**config.mk**
```make
export PLATFORM = sky130hd
export DESIGN_NAME = pwr_seq
export DESIGN_NICKNAME = d
export VERILOG_FILES = /design/src/hdl/pwr_seq.v
export VERILOG_INCLUDE_DIRS = /design/src /design/src/hdl
export SDC_FILE = /design/constraint.sdc
export NUM_CORES = 1
export LEC_CHECK = 0
export BUFFER_PORTS_ARGS = -buffer_cell sky130_fd_sc_hd__buf_2
export CORE_MARGIN = 5
export CORE_UTILIZATION = 54
export CTS_BUF_LIST = sky130_fd_sc_hd__clkbuf_4
export DETAILED_ROUTE_END_ITERATION = 6
export PLACE_DENSITY = 0.8
export SYNTH_ARGS = -nofsm -noshare
export SYNTH_HDL_FRONTEND = slang
export SYNTH_SLANG_ARGS = --single-unit
```
**constraint.sdc**
```tcl
create_clock -name REF_CLK -period 12.9 [get_ports REF_CLK]
set_input_delay 1.29 -clock REF_CLK [delete_from_list [all_inputs] [get_ports REF_CLK]]
set_output_delay 1.29 -clock REF_CLK [all_outputs]
set_load 0.01 [all_outputs]
```
**src/hdl/pwr_seq_map.vh**
```
// register map, field positions and timing constants of the power sequencer
// assumes inclusion by the sequencer top and the bench
`ifndef PWR_SEQ_MAP_VH
`define PWR_SEQ_MAP_VH
`define CLK_MHZ            125
`define REG_CTRL           8'h00
`define REG_CFG            8'h04
`define REG_POINTERS       8'h08
`define REG_TIMER          8'h0C
`define REG_MASK           8'h10
`define REG_STATUS         8'h14
`define REG_ALIVE          8'h18
`define REG_LED            8'h1C
`define CTRL_SYS_BIT       0
`define CTRL_PWR_BIT       1
`define CTRL_AUX_BIT       2
`define CTRL_AUTO_BIT      3
`define CTRL_DEF_BIT       4
`define CTRL_RELOAD_BIT    5
`define CTRL_INHIBIT_BIT   6
`define CTRL_LOCK_BIT      7
`define CTRL_RESET         32'h0000_0038
`define PTR_RESET          32'h0010_0804
`define TIMER_RESET        32'h0000_0404
`define STEP_UNIT_US       32
`define FAULT_TIME_MS      100
`define DELAY_TIME_MS      1000
`define GOOD_TIME_MS       16000
`define MS_TICKS           125000
`define ALIVE_TIME_MS      2048
`define START_BITS         3
`define MAX_ATTEMPTS       2'h2
`endif

```
**src/hdl/pwr_seq.v**
```verilog
// slot based power-up/down sequencer with wakeup filter and restart limiter
// assumes synchronous pins, an AXI4-Lite master, fuse values as plain inputs
//
// Summary of operation
// - third failed start shuts down, blocks autostart
// - restart attempts delay active entry one second
// - 16 s active restores autostart and threshold
// - led blinks until host write, or until active while not charging
// - unmasked user events always cause wakeup
// - mask bit suppresses its wakeup source
// - locked button must be held long enough
// - input wakes need their wake enable
// - wakeup reloads timer, domain enables
// - host wake asserted and slot 0 applied in the same cycle
// - system slots wait for system enable
// - active needs power enable and alive writes
// - events split into user and system classes
// - up to 32 ids in three domains
// - domains bounded by increasing end pointers
// - fuse reload on wakeup, before power-up
// - same slot ids switch together, empty delays
// - ids outside 1..max never sequenced
// - slot 0 enables auto or stay ids, clears others
// - without default supply slot 0 skipped
// - autostart with system enable proceeds, else wait
// - stop at system end, drop ready
// - occupied slots use step time, empty dummy
// - power enable continues to power end
// - power down in reverse slot order
`default_nettype none
`include "pwr_seq_map.vh"
module pwr_seq #(
  parameter IDS        = 32,
  parameter FAULT_CYC  = `FAULT_TIME_MS * `MS_TICKS,
  parameter DELAY_CYC  = `DELAY_TIME_MS * `MS_TICKS,
  parameter GOOD_CYC   = `GOOD_TIME_MS * `MS_TICKS,
  parameter ALIVE_CYC  = `ALIVE_TIME_MS * `MS_TICKS,
  parameter STEP_CYC   = `STEP_UNIT_US * `CLK_MHZ,
  parameter BLINK_CYC  = 8192
) (
  input  wire          REF_CLK,
  input  wire          ARST_N,
  input  wire [31:0]   S_AXI_AWADDR,
  input  wire          S_AXI_AWVALID,
  output wire          S_AXI_AWREADY,
  input  wire [31:0]   S_AXI_WDATA,
  input  wire [3:0]    S_AXI_WSTRB,
  input  wire          S_AXI_WVALID,
  output wire          S_AXI_WREADY,
  output wire [1:0]    S_AXI_BRESP,
  output wire          S_AXI_BVALID,
  input  wire          S_AXI_BREADY,
  input  wire [31:0]   S_AXI_ARADDR,
  input  wire          S_AXI_ARVALID,
  output wire          S_AXI_ARREADY,
  output wire [31:0]   S_AXI_RDATA,
  output wire [1:0]    S_AXI_RRESP,
  output wire          S_AXI_RVALID,
  input  wire          S_AXI_RREADY,
  input  wire          POWER_BUTTON_N,
  input  wire          CHARGER_WAKE_INPUT,
  input  wire [3:0]    INPUT_WAKE,
  input  wire [7:0]    SYSTEM_EVENTS,
  input  wire          SYSTEM_DOMAIN_PIN,
  input  wire          POWER_DOMAIN_PIN,
  input  wire          AUX_DOMAIN_PIN,
  input  wire          SUPPLY_LOW,
  input  wire [159:0]  FUSE_SLOTS,
  input  wire [IDS-1:0] FUSE_AUTO,
  input  wire [IDS-1:0] FUSE_STAY,
  input  wire [31:0]   FUSE_TIMER,
  input  wire [2:0]    FUSE_DOMAINS,
  output reg  [IDS-1:0] REG_ENABLE,
  output reg           HOST_WAKE_OUT,
  output reg           READY_OUT,
  output reg           SEQ_DONE_PULSE,
  output reg           LED_OUT,
  output reg  [1:0]    START_OFFSET,
  output reg           ACTIVE_OUT
);
  ////////////////////////////////////////////////////////////////////////////
  localparam ST_OFF = 3'h0, ST_RELOAD = 3'h1, ST_HOLD = 3'h2, ST_UP = 3'h3;
  localparam ST_WAIT = 3'h4, ST_ALIVE = 3'h5, ST_ACTIVE = 3'h6, ST_DOWN = 3'h7;
  reg        rs1, rst_n;
  always @(posedge REF_CLK or negedge ARST_N) begin
    if (!ARST_N) begin
      rs1   <= 1'b0;
      rst_n <= 1'b0;
    end else begin
      rs1   <= 1'b1;
      rst_n <= rs1;
    end
  end
  ////////////////////////////////////////////////////////////////////////////
  // axi slave: single word registers, write takes aw and w in either order
  reg [31:0] ctrl_reg, ptr_reg, timer_reg, mask_reg, led_reg;
  reg        alive_pulse;
  reg [7:0]  awa_reg;
  reg        aw_have, w_have, bv_reg, rv_reg;
  reg [31:0] wd_reg, rd_reg;
  reg [3:0]  ws_reg;
  reg [1:0]  br_reg, rr_reg;
  wire       wr_go = aw_have && w_have && !bv_reg;
  assign S_AXI_AWREADY = !aw_have && !bv_reg;
  assign S_AXI_WREADY  = !w_have && !bv_reg;
  assign S_AXI_ARREADY = !rv_reg;
  assign S_AXI_BVALID  = bv_reg;
  assign S_AXI_BRESP   = br_reg;
  assign S_AXI_RVALID  = rv_reg;
  assign S_AXI_RDATA   = rd_reg;
  assign S_AXI_RRESP   = rr_reg;
  function [31:0] merge;
    input [31:0] old;
    input [31:0] nw;
    input [3:0]  st;
    integer k;
    begin
      merge = old;
      for (k = 0; k < 4; k = k + 1)
        if (st[k]) merge[k*8 +: 8] = nw[k*8 +: 8];
    end
  endfunction
  function mapped;
    input [7:0] a;
    begin
      mapped = (a[1:0] == 2'h0) && (a <= `REG_LED);
    end
  endfunction
  reg [2:0]  state_reg;
  reg [4:0]  slot_reg;
  reg [1:0]  tries_reg;
  reg        locked_reg, restart_reg, charging;
  reg        wake_seen;
  wire [31:0] status = {16'h0000, ACTIVE_OUT, locked_reg, tries_reg, READY_OUT,
                        HOST_WAKE_OUT, slot_reg, state_reg, 2'h0};
  reg [31:0] rd_next;
  always @* begin
    rd_next = 32'h0000_0000;
    case (S_AXI_ARADDR[7:0])
      `REG_CTRL:     rd_next = ctrl_reg;
      `REG_POINTERS: rd_next = ptr_reg;
      `REG_TIMER:    rd_next = timer_reg;
      `REG_MASK:     rd_next = mask_reg;
      `REG_STATUS:   rd_next = status;
      `REG_LED:      rd_next = led_reg;
      default:       rd_next = 32'h0000_0000;
    endcase
  end
  always @(posedge REF_CLK or negedge rst_n) begin
    if (!rst_n) begin
      aw_have <= 1'b0; w_have <= 1'b0; bv_reg <= 1'b0; rv_reg <= 1'b0;
      awa_reg <= 8'h00; wd_reg <= 32'h0000_0000; ws_reg <= 4'h0;
      br_reg <= 2'h0; rr_reg <= 2'h0; rd_reg <= 32'h0000_0000;
    end else begin
      if (S_AXI_AWVALID && S_AXI_AWREADY) begin
        aw_have <= 1'b1;
        awa_reg <= S_AXI_AWADDR[7:0];
      end
      if (S_AXI_WVALID && S_AXI_WREADY) begin
        w_have <= 1'b1;
        wd_reg <= S_AXI_WDATA;
        ws_reg <= S_AXI_WSTRB;
      end
      if (wr_go) begin
        aw_have <= 1'b0;
        w_have  <= 1'b0;
        bv_reg  <= 1'b1;
        br_reg  <= mapped(awa_reg) ? 2'h0 : 2'h2;
      end else if (bv_reg && S_AXI_BREADY) begin
        bv_reg <= 1'b0;
      end
      if (S_AXI_ARVALID && S_AXI_ARREADY) begin
        rv_reg <= 1'b1;
        rd_reg <= rd_next;
        rr_reg <= mapped(S_AXI_ARADDR[7:0]) ? 2'h0 : 2'h2;
      end else if (rv_reg && S_AXI_RREADY) begin
        rv_reg <= 1'b0;
      end
    end
  end
  ////////////////////////////////////////////////////////////////////////////
  // wake filter
  reg [3:0]  inp_d;
  reg        chg_d;
  reg [7:0]  sys_d;
  reg        sys_pin_d;
  reg [15:0] hold_cnt;
  reg        btn_fired;
  wire       hold_done = (hold_cnt >= {ctrl_reg[31:24], 8'h00});
  wire       btn_ev    = !POWER_BUTTON_N && (!ctrl_reg[`CTRL_LOCK_BIT] || hold_done) &&
                         !btn_fired;
  wire [3:0] inp_ev    = INPUT_WAKE & ~inp_d & ctrl_reg[19:16];
  wire       chg_ev    = CHARGER_WAKE_INPUT && !chg_d;
  wire       sys_pin_ev = SYSTEM_DOMAIN_PIN && !sys_pin_d;
  wire [14:0] ev_all   = {sys_pin_ev, SYSTEM_EVENTS & ~sys_d, inp_ev, chg_ev, btn_ev};
  wire [14:0] ev_live  = ev_all & ~mask_reg[14:0];
  wire       user_wake = |ev_live[5:0];
  wire       sys_wake  = |ev_live[14:6] && !locked_reg;
  wire       wake      = user_wake || sys_wake;
  always @(posedge REF_CLK or negedge rst_n) begin
    if (!rst_n) begin
      inp_d <= 4'h0; chg_d <= 1'b0; sys_d <= 8'h00; sys_pin_d <= 1'b0;
      hold_cnt <= 16'h0000; btn_fired <= 1'b0;
    end else begin
      inp_d <= INPUT_WAKE; chg_d <= CHARGER_WAKE_INPUT;
      sys_d <= SYSTEM_EVENTS; sys_pin_d <= SYSTEM_DOMAIN_PIN;
      if (POWER_BUTTON_N) begin
        hold_cnt  <= 16'h0000;
        btn_fired <= 1'b0;
      end else begin
        if (!hold_done) hold_cnt <= hold_cnt + 16'h0001;
        if (btn_ev) btn_fired <= 1'b1;
      end
    end
  end
  ////////////////////////////////////////////////////////////////////////////
  // sequencer
  wire       system_domain_pin = ctrl_reg[`CTRL_SYS_BIT] | SYSTEM_DOMAIN_PIN;
  wire       power_domain_pin = ctrl_reg[`CTRL_PWR_BIT] | POWER_DOMAIN_PIN;
  wire       aux_en = ctrl_reg[`CTRL_AUX_BIT] | AUX_DOMAIN_PIN;
  wire       autostart = ctrl_reg[`CTRL_AUTO_BIT] && !locked_reg;
  wire [4:0] sys_end = ptr_reg[4:0];
  wire [4:0] pwr_end = ptr_reg[12:8];
  wire [4:0] max_cnt = ptr_reg[20:16];
  reg  [IDS-1:0] hit;
  integer i, j;
  always @* begin
    hit = {IDS{1'b0}};
    for (i = 0; i < IDS; i = i + 1)
      hit[i] = (FUSE_SLOTS[i*5 +: 5] == slot_reg);
  end
  wire       in_range = (slot_reg != 5'h00) && (slot_reg <= max_cnt);
  wire [4:0] up_target = aux_en ? max_cnt : (power_domain_pin ? pwr_end : sys_end);
  reg  [31:0] tmr;
  reg  [31:0] fault_cnt, good_cnt;
  wire [31:0] step_len = (|hit) ? {16'h0000, timer_reg[7:0], 8'h00} / 32'd256 * STEP_CYC
                                : {24'h000000, timer_reg[15:8]} * STEP_CYC;
  wire [31:0] step_load = (step_len == 32'h0000_0000) ? step_len : step_len - 32'h0000_0001;
  wire        tick = (tmr == 32'h0000_0000);
  always @(posedge REF_CLK or negedge rst_n) begin
    if (!rst_n) begin
      state_reg <= ST_OFF; slot_reg <= 5'h00; REG_ENABLE <= {IDS{1'b0}};
      HOST_WAKE_OUT <= 1'b0; READY_OUT <= 1'b0; SEQ_DONE_PULSE <= 1'b0;
      ACTIVE_OUT <= 1'b0; tmr <= 32'h0000_0000; tries_reg <= 2'h0;
      locked_reg <= 1'b0; restart_reg <= 1'b0; fault_cnt <= 32'h0000_0000;
      good_cnt <= 32'h0000_0000; START_OFFSET <= 2'h0;
      ctrl_reg <= `CTRL_RESET; ptr_reg <= `PTR_RESET; timer_reg <= `TIMER_RESET;
      mask_reg <= 32'h0000_0000; led_reg <= 32'h0000_0001;
      alive_pulse <= 1'b0; wake_seen <= 1'b0;
    end else begin
      SEQ_DONE_PULSE <= 1'b0;
      alive_pulse <= 1'b0;
      if (!tick) tmr <= tmr - 32'h0000_0001;
      if (wr_go) begin
        case (awa_reg)
          `REG_CTRL:     ctrl_reg  <= merge(ctrl_reg, wd_reg, ws_reg);
          `REG_POINTERS: ptr_reg   <= merge(ptr_reg, wd_reg, ws_reg);
          `REG_TIMER:    timer_reg <= merge(timer_reg, wd_reg, ws_reg);
          `REG_MASK:     mask_reg  <= merge(mask_reg, wd_reg, ws_reg);
          `REG_ALIVE:    alive_pulse <= wd_reg[0];
          `REG_LED:      led_reg   <= merge(led_reg, wd_reg, ws_reg);
          default:       ;
        endcase
      end
      // supply fault monitor while up; third failure locks
      if (state_reg != ST_OFF && SUPPLY_LOW) fault_cnt <= fault_cnt + 32'h0000_0001;
      else fault_cnt <= 32'h0000_0000;
      if (fault_cnt >= FAULT_CYC && state_reg != ST_DOWN) begin
        state_reg <= ST_DOWN;
        restart_reg <= 1'b1;
        ACTIVE_OUT <= 1'b0;
        if (tries_reg == `MAX_ATTEMPTS) locked_reg <= 1'b1;
        else begin
          tries_reg <= tries_reg + 2'h1;
          START_OFFSET <= tries_reg + 2'h1;
        end
      end else begin
        case (state_reg)
          ST_OFF: begin
            wake_seen <= 1'b0;
            if (wake || (autostart && system_domain_pin && !locked_reg)) state_reg <= ST_RELOAD;
          end
          ST_RELOAD: begin
            if (ctrl_reg[`CTRL_RELOAD_BIT]) begin
              timer_reg <= FUSE_TIMER;
              if (!ctrl_reg[`CTRL_INHIBIT_BIT]) ctrl_reg[2:0] <= FUSE_DOMAINS;
            end
            HOST_WAKE_OUT <= 1'b1;
            slot_reg <= 5'h00;
            if (ctrl_reg[`CTRL_DEF_BIT]) begin
              for (j = 0; j < IDS; j = j + 1)
                if (FUSE_SLOTS[j*5 +: 5] == 5'h00)
                  REG_ENABLE[j] <= FUSE_AUTO[j] | FUSE_STAY[j];
            end // slot 0 untouched otherwise
            state_reg <= ST_HOLD;
          end
          ST_HOLD: begin
            if (system_domain_pin && (autostart || wake || wake_seen || sys_pin_ev)) begin
              READY_OUT <= ctrl_reg[8];
              slot_reg <= 5'h01;
              tmr <= 32'h0000_0000;
              state_reg <= ST_UP;
            end
            if (wake) wake_seen <= 1'b1;
          end
          ST_UP: if (tick) begin
            if (in_range) begin
              for (j = 0; j < IDS; j = j + 1)
                if (hit[j]) REG_ENABLE[j] <= 1'b1;
            end
            tmr <= step_load;
            if (slot_reg >= up_target) state_reg <= ST_WAIT;
            else slot_reg <= slot_reg + 5'h01;
          end
          ST_WAIT: begin
            if (!system_domain_pin) begin
              state_reg <= ST_DOWN;
            end else if (slot_reg < up_target) begin
              READY_OUT <= ctrl_reg[8];
              slot_reg <= slot_reg + 5'h01;
              state_reg <= ST_UP;
            end else if (slot_reg >= pwr_end && power_domain_pin) begin
              READY_OUT <= aux_en && slot_reg < max_cnt;
              SEQ_DONE_PULSE <= ctrl_reg[9];
              tmr <= restart_reg ? DELAY_CYC : ALIVE_CYC;
              state_reg <= ST_ALIVE;
            end else begin
              READY_OUT <= 1'b0;
              if (READY_OUT) SEQ_DONE_PULSE <= ctrl_reg[9];
            end
          end
          ST_ALIVE: begin
            if (alive_pulse && (!restart_reg || tick)) begin
              ACTIVE_OUT <= 1'b1;
              good_cnt <= 32'h0000_0000;
              tmr <= ALIVE_CYC;
              state_reg <= ST_ACTIVE;
            end else if (tick && !restart_reg) state_reg <= ST_DOWN;
            else if (tick) begin
              restart_reg <= 1'b0;
              tmr <= ALIVE_CYC;
            end
          end
          ST_ACTIVE: begin
            if (good_cnt < GOOD_CYC) good_cnt <= good_cnt + 32'h0000_0001;
            else begin
              locked_reg <= 1'b0; tries_reg <= 2'h0;
              START_OFFSET <= 2'h0; restart_reg <= 1'b0;
            end
            if (alive_pulse) tmr <= ALIVE_CYC;
            if (tick || !power_domain_pin || !system_domain_pin) begin
              ACTIVE_OUT <= 1'b0;
              state_reg <= ST_DOWN;
            end else if (slot_reg < up_target) state_reg <= ST_WAIT;
          end
          ST_DOWN: if (tick) begin
            ACTIVE_OUT <= 1'b0;
            READY_OUT <= 1'b1;
            if (in_range) begin
              for (j = 0; j < IDS; j = j + 1)
                if (hit[j] && !FUSE_STAY[j]) REG_ENABLE[j] <= 1'b0;
            end
            tmr <= step_load;
            if (slot_reg == 5'h00) begin
              READY_OUT <= 1'b0;
              SEQ_DONE_PULSE <= ctrl_reg[9];
              HOST_WAKE_OUT <= 1'b0;
              state_reg <= ST_OFF;
            end else slot_reg <= slot_reg - 5'h01;
          end
          default: state_reg <= ST_OFF;
        endcase
      end
    end
  end
  ////////////////////////////////////////////////////////////////////////////
  // led blink; a host write of zero to led bit 0 stops it
  reg [31:0] blink_cnt;
  always @(posedge REF_CLK or negedge rst_n) begin
    if (!rst_n) begin
      blink_cnt <= 32'h0000_0000; LED_OUT <= 1'b0; charging <= 1'b0;
    end else begin
      charging <= CHARGER_WAKE_INPUT;
      if (led_reg[0] && (!ACTIVE_OUT || charging)) begin
        if (blink_cnt >= BLINK_CYC * ({24'h000000, led_reg[15:8]} + 32'h0000_0001)) begin
          blink_cnt <= 32'h0000_0000;
          LED_OUT <= !LED_OUT;
        end else blink_cnt <= blink_cnt + 32'h0000_0001;
      end else begin
        blink_cnt <= 32'h0000_0000;
        LED_OUT <= 1'b0;
      end
    end
  end
endmodule
`default_nettype wire

```
Word-level counts from Yosys, hierarchy flattened
Cells that the tools add are included.
Widths: inputs -> output; s select.
- multiply operators: 2
- div/mod/pow operators: 0
- shifts and indexed selects: 0
- equality and inequality tests: 181
- bitwise gates (word level): 43
- muxes and demuxes: 220
- reduce and logical (&&, ||, !) cells: 235
- add/sub/neg operators: 10
- magnitude comparators: 11
- operators with widths (kind ; number):
    $mux 32 ; 27
    $reduce_and 10->1 ; 32
    $ne 2x2->1 const B ; 113
    $pmux 32 s6 ; 1
    $logic_not 5->1 ; 33
    $eq 5x5->1 ; 32
    $pmux 32 s5 ; 1
    $mux 1 ; 137
    $add 32x1->32 const B ; 3
    $pmux 32 s3 ; 1
    $logic_not 32->1 ; 2
    $pmux 32 s2 ; 1
    $mux 3 ; 21
    $logic_and 1x1->1 ; 60
    $reduce_and 3->1 ; 19
    $eq 8x5->1 const B ; 6
    $logic_not 1->1 ; 47
    $mux 5 ; 9
    $ne 3x3->1 const B ; 13
    $or 1x1->1 ; 35
    $eq 8x4->1 const B ; 4
    $ge 32x22->1 ; 1
    $ge 32x24->1 const B ; 1
    $lt 32x31->1 const B ; 1
    other kinds (51) ; 102
- bits in read-only memories: 0
- logic and storage cells: 786
- memories: 0
- latch bits: 0
- bits in registers: 456
- output and inout port bits: 80
- memory bits (writable): 0

Longest topological paths before layout
- depth in word-level cells: 15
- mapped depth: 22
- gate-level depth less buffers: 18

Least setup slack after synthesis
No wires, ideal clock.
- path kind: register to register
- start: register timer_reg[2]
- end: register tmr[14]
- period minus slack after synthesis: 5.491 ns
- data required time: 12.761 ns
- data arrival time: 5.353 ns
- stages on the path, launching flop included: 19
- slack: 7.409 ns
- setup time: 0.139 ns
- cell sequence: dfstp_2 > fa_1 > xor2_1 > ha_1 > fa_1 > inv_1 > fa_1 > inv_1 > ha_1 > o21ai_0 > nor2_1 > or3_1 > a211oi_2 > nand3b_2 > or4b_4 > o32ai_4 > nor2_4 > and3_1 > or4_1
- longest elaborated chain between the ends: 7
- RTL lines (item ; line ; RTL):
    from (decl) ; pwr_seq.v:96 ; reg [31:0] ctrl_reg, ptr_reg, timer_reg, mask_reg, led_reg;
    from (signal assigned) ; pwr_seq.v:247 ; ctrl_reg <= `CTRL_RESET; ptr_reg <= `PTR_RESET; timer_reg <= `TIMER_RESET;
    from (signal assigned) ; pwr_seq.v:258 ; `REG_TIMER: timer_reg <= merge(timer_reg, wd_reg, ws_reg);
    $mul 8x7->15 (*) ; pwr_seq.v:236 ; wire [31:0] step_len = (|hit) ? {16'h0000, timer_reg[7:0], 8'h00} / 32'd256 * STEP_CYC
    $mux 20 (*) ; pwr_seq.v:236 ;
    $sub 20x1->21 / $logic_not 32->1 (equally long branches) ; pwr_seq.v:238 ; wire [31:0] step_load = (step_len == 32'h0000_0000) ? step_len : step_len - 32'h0000_0001;
    $mux 32 (*) ; pwr_seq.v:238 ;
    $mux 32 (*) ; pwr_seq.v:306, pwr_seq.v:356 ;
    $pmux 32 s5 (*) ; pwr_seq.v:278 ; case (state_reg)
    $mux 32 (*) ; pwr_seq.v:268 ; if (fault_cnt >= FAULT_CYC && state_reg != ST_DOWN) begin
    to (signal assigned) ; pwr_seq.v:253 ; if (!tick) tmr <= tmr - 32'h0000_0001;
    to (signal assigned) ; pwr_seq.v:311 ; tmr <= step_load;
    to (signal assigned) ; pwr_seq.v:363 ; tmr <= step_load;
    to (decl) ; pwr_seq.v:234 ; reg [31:0] tmr;
Every way passes the cells marked *; elsewhere a longest branch is shown, timed or not.
A chain may end at the register's enable or synchronous reset.

Worst setup path in the final report
- start: register timer_reg[9]
- end: register tmr[14]
- longest elaborated chain between the ends: 7
- RTL lines (item ; line ; RTL):
    $mul 8x7->15 (*) ; pwr_seq.v:237 ; : {24'h000000, timer_reg[15:8]} * STEP_CYC;
    $mux 20 (*) ; pwr_seq.v:236 ;
    $sub 20x1->21 / $logic_not 32->1 (equally long branches) ; pwr_seq.v:238 ;
    $mux 32 (*) ; pwr_seq.v:238 ;
    $mux 32 (*) ; pwr_seq.v:306, pwr_seq.v:356 ;
    $pmux 32 s5 (*) ; pwr_seq.v:278 ;
    $mux 32 (*) ; pwr_seq.v:268 ;
Marks and branches as above.

==> run metrics <==
first drt pass iteration count=6; Slew Viols, Final=0; RSZ-0062 raised after global routing=false; TritonCTS clock tree=done; DP Cell Count=4018; number of global-route vias before repair=around 25000; Max clock buf depth=3; DP HPWL=about 65000 µm; # IOs=464; Syn. warnings=0; IO Port Bufs=~410; max incr delay on CP=0.64 ns; Hold Path Class=primary input to asynchronous set/reset pin; H-tree depth=3; sequential area share after synthesis=0.391; CTS clk-pin slew, worst paths=~0.070 ns; synth top area cells=dfrtp_1 38%, mux2_2 8.5%, ha_1 5.3%; Crit Path Max Fanout=9; syn avg cell area=~9.7 µm²; CP Class=register to register; Critical Path AT=7.01 ns; GRT overflow=0; Resized cells post-CTS=0; average routed wire per standard cell=20.8 µm; Worst setup SP type=register; Die X=between 200 and 250 µm; initial core utilization=0.542; Core Area=about 0.054 mm²; Clock Latency Late Sink=around 0.94 ns; worst endpoint required time=about 14 ns; Max Freq=about 0.16 GHz; via count=25485; number of synthesized flops with an enable pin=0; Synth Cell Area=roughly 0.029 mm²; final hold viol count=0; status=finished, final reports clean; root buffer selected by CTS=clkbuf_4; CTS buffer count=120; Rows=85; CP Cell Sequence=fa_1 -> xor2_1 -> ha_1 -> fa_1 -> inv_1 -> fa_1 -> inv_1 -> ha_1 -> o21ai_0 -> o21ai_0 -> o22a_1 -> o311a_1 -> o221ai_1 -> nand4b_1 -> o32ai_4 -> nor2_4 -> and3_1 -> or4_1; Syn Inst Count=approximately 3000; count of cell types in the netlist=97; first-pass GRT wire length=between 100000 and 150000 µm; initial antenna violation count=16; cell mode on critical path=fa_1; Area growth syn-to-layout=14.9%; all-layer global routing usage=0.290; Nets=3995; pin count of the biggest net entering global routing=between 150 and 200; Clock Sinks=454; maxcap violations=0; routability congestion estimate=1.00; Hold-fix buffers, CTS=0; DRT Wirelength=between 80000 and 90000 µm; CP max stage cell=fa_1; initial DRC count=roughly 2200; drt via density=approximately 6.0; DRC viols=0; R2R cell count=18; Seq cells post-synth=454; clock skew=0.0922 ns; final critical-path required period=around 6.3 ns; CP Capture Type=register; cell taking the most area after synthesis=dfrtp_1; Setup Buffers After CTS=0; Layout Cells excl Fill=~4200; fin crit share=0.485; top_reg_cell synth=dfrtp_1; final setup fails=0; Synth top area share=0.383; TNS Setup=0 ns; Die Height=approximately 240 µm; max_slew headroom=0.224; Die ar.=0.0586 mm²; Post-DRT Antenna Nets=0; Worst-Margin Slew=approximately 1.2 ns; asr flop ratio synth=1.00; layout cells sized above 1=0.261
[logic make-up (layout without fill, tap and decap cells)]
logic type,Yosys count,count (layout),synth area share
compound gates,629,629,0.142
xor+xnor,291,291,0.0877
fa+ha+maj,167,167,0.0830
buf+inv,258,795,0.0365
flops,454,454,0.391
mux,265,265,0.101
other cells,2,20,0.000258
simple gates,930,930,0.158
[cells in the mapped netlist (43+ instances only)]
| library cell | n |
|---|---|
| nor2_1 | 260 |
| xor2_1 | 142 |
| mux2i_1 | 46 |
| a21oi_1 | 116 |
| o21ai_0 | 205 |
| clkbuf_1 | 95 |
| dfrtp_1 | 445 |
| ha_1 | 124 |
| inv_1 | 128 |
| nand2_1 | 221 |
| or4_1 | 43 |
| xnor2_1 | 149 |
| nor3_1 | 74 |
| mux2_2 | 219 |
| nand3_1 | 90 |
| fa_1 | 43 |
[worst paths after layout]
| check | start | slack, ns | to |
|---|---|---|---|
| setup reg to reg | timer_reg[9] | 6.65 | tmr[14] |
| hold / removal | ARST_N | 0.17 | rst_n |
| setup / recovery | timer_reg[9] | 6.65 | tmr[14] |
| hold reg to reg | rs1 | 0.35 | rst_n |
| max in group asynchronous | rst_n | 9.96 | slot_reg[3] |
| min in group REF_CLK | rs1 | 0.35 | rst_n |
[layer usage]
metal	vias to the layer above	share of wire	global-route usage
met4	6	0.034	0.0999
met3	210	0.095	0.0694
met2	1195	0.45	0.450
met1	12353	0.42	0.403
met5	-	0.00046	0
li1	11721	-	-
[layout by cell type, fill, tap and decap left out, types with 10 or more instances in the layout]
cell and n:
o22ai_1 10, mux2_2 219, nand3_1 90, nor2b_1 13, clkinv_1 26, o211ai_1 37, nor2_1 258, conb_1 12
clkbuf_4 184, nand2_1 219, fa_1 43, a21boi_0 34, nor4_1 21, xnor2_1 149, nand2b_1 18, or4_1 43
inv_1 128, o21ai_0 205, ha_1 124, nor3_1 71, and2_1 17, a22oi_1 37, o31ai_1 12, and3_1 40
a31oi_1 16, or3_1 32, nor3b_1 13, a221oi_1 35, xor2_1 142, or2_2 10, buf_4 31, buf_2 413
dfrtp_1 438, nand4_1 37, mux2i_1 46, a21oi_1 116, a21o_1 23
[cell type report]
class | count | area [µm²]
antenna | 8 | 20.0
multi-input combinational | 2294 | 16700
clock inverter | 37 | 223
tap | 696 | 871
inverter | 129 | 484
sequential | 454 | 11400
clock buffer | 184 | 1380
timing repair buffer | 445 | 2320
fill | 4384 | 20200
[stage by stage]
stage	hold WS [ns]	area (µm²)	util	worst slack (ns)
floorplan	0.331	29100	-	5.51
global placement	0.332	31800	0.593	6.64
detailed placement	0.337	31800	0.593	6.59
CTS	0.0903	33400	0.623	6.76
global route	0.0824	33400	0.623	6.48
finish	0.172	33400	0.623	6.65
[worst max-delay path, delay by kind of cell (launching register included)]
family	cells	cell delay, ns
adder cells (fa/ha/maj)	5	2.24
AO/OA/AOI/OAI	6	1.85
AND/OR/NAND/NOR	4	1.14
flip-flops	1	0.53
XOR/XNOR	1	0.19
buffers and inverters	2	0.09
Power is not shown: default switching activity piles up to over one toggle a cycle in this logic, so the estimate is an artifact.
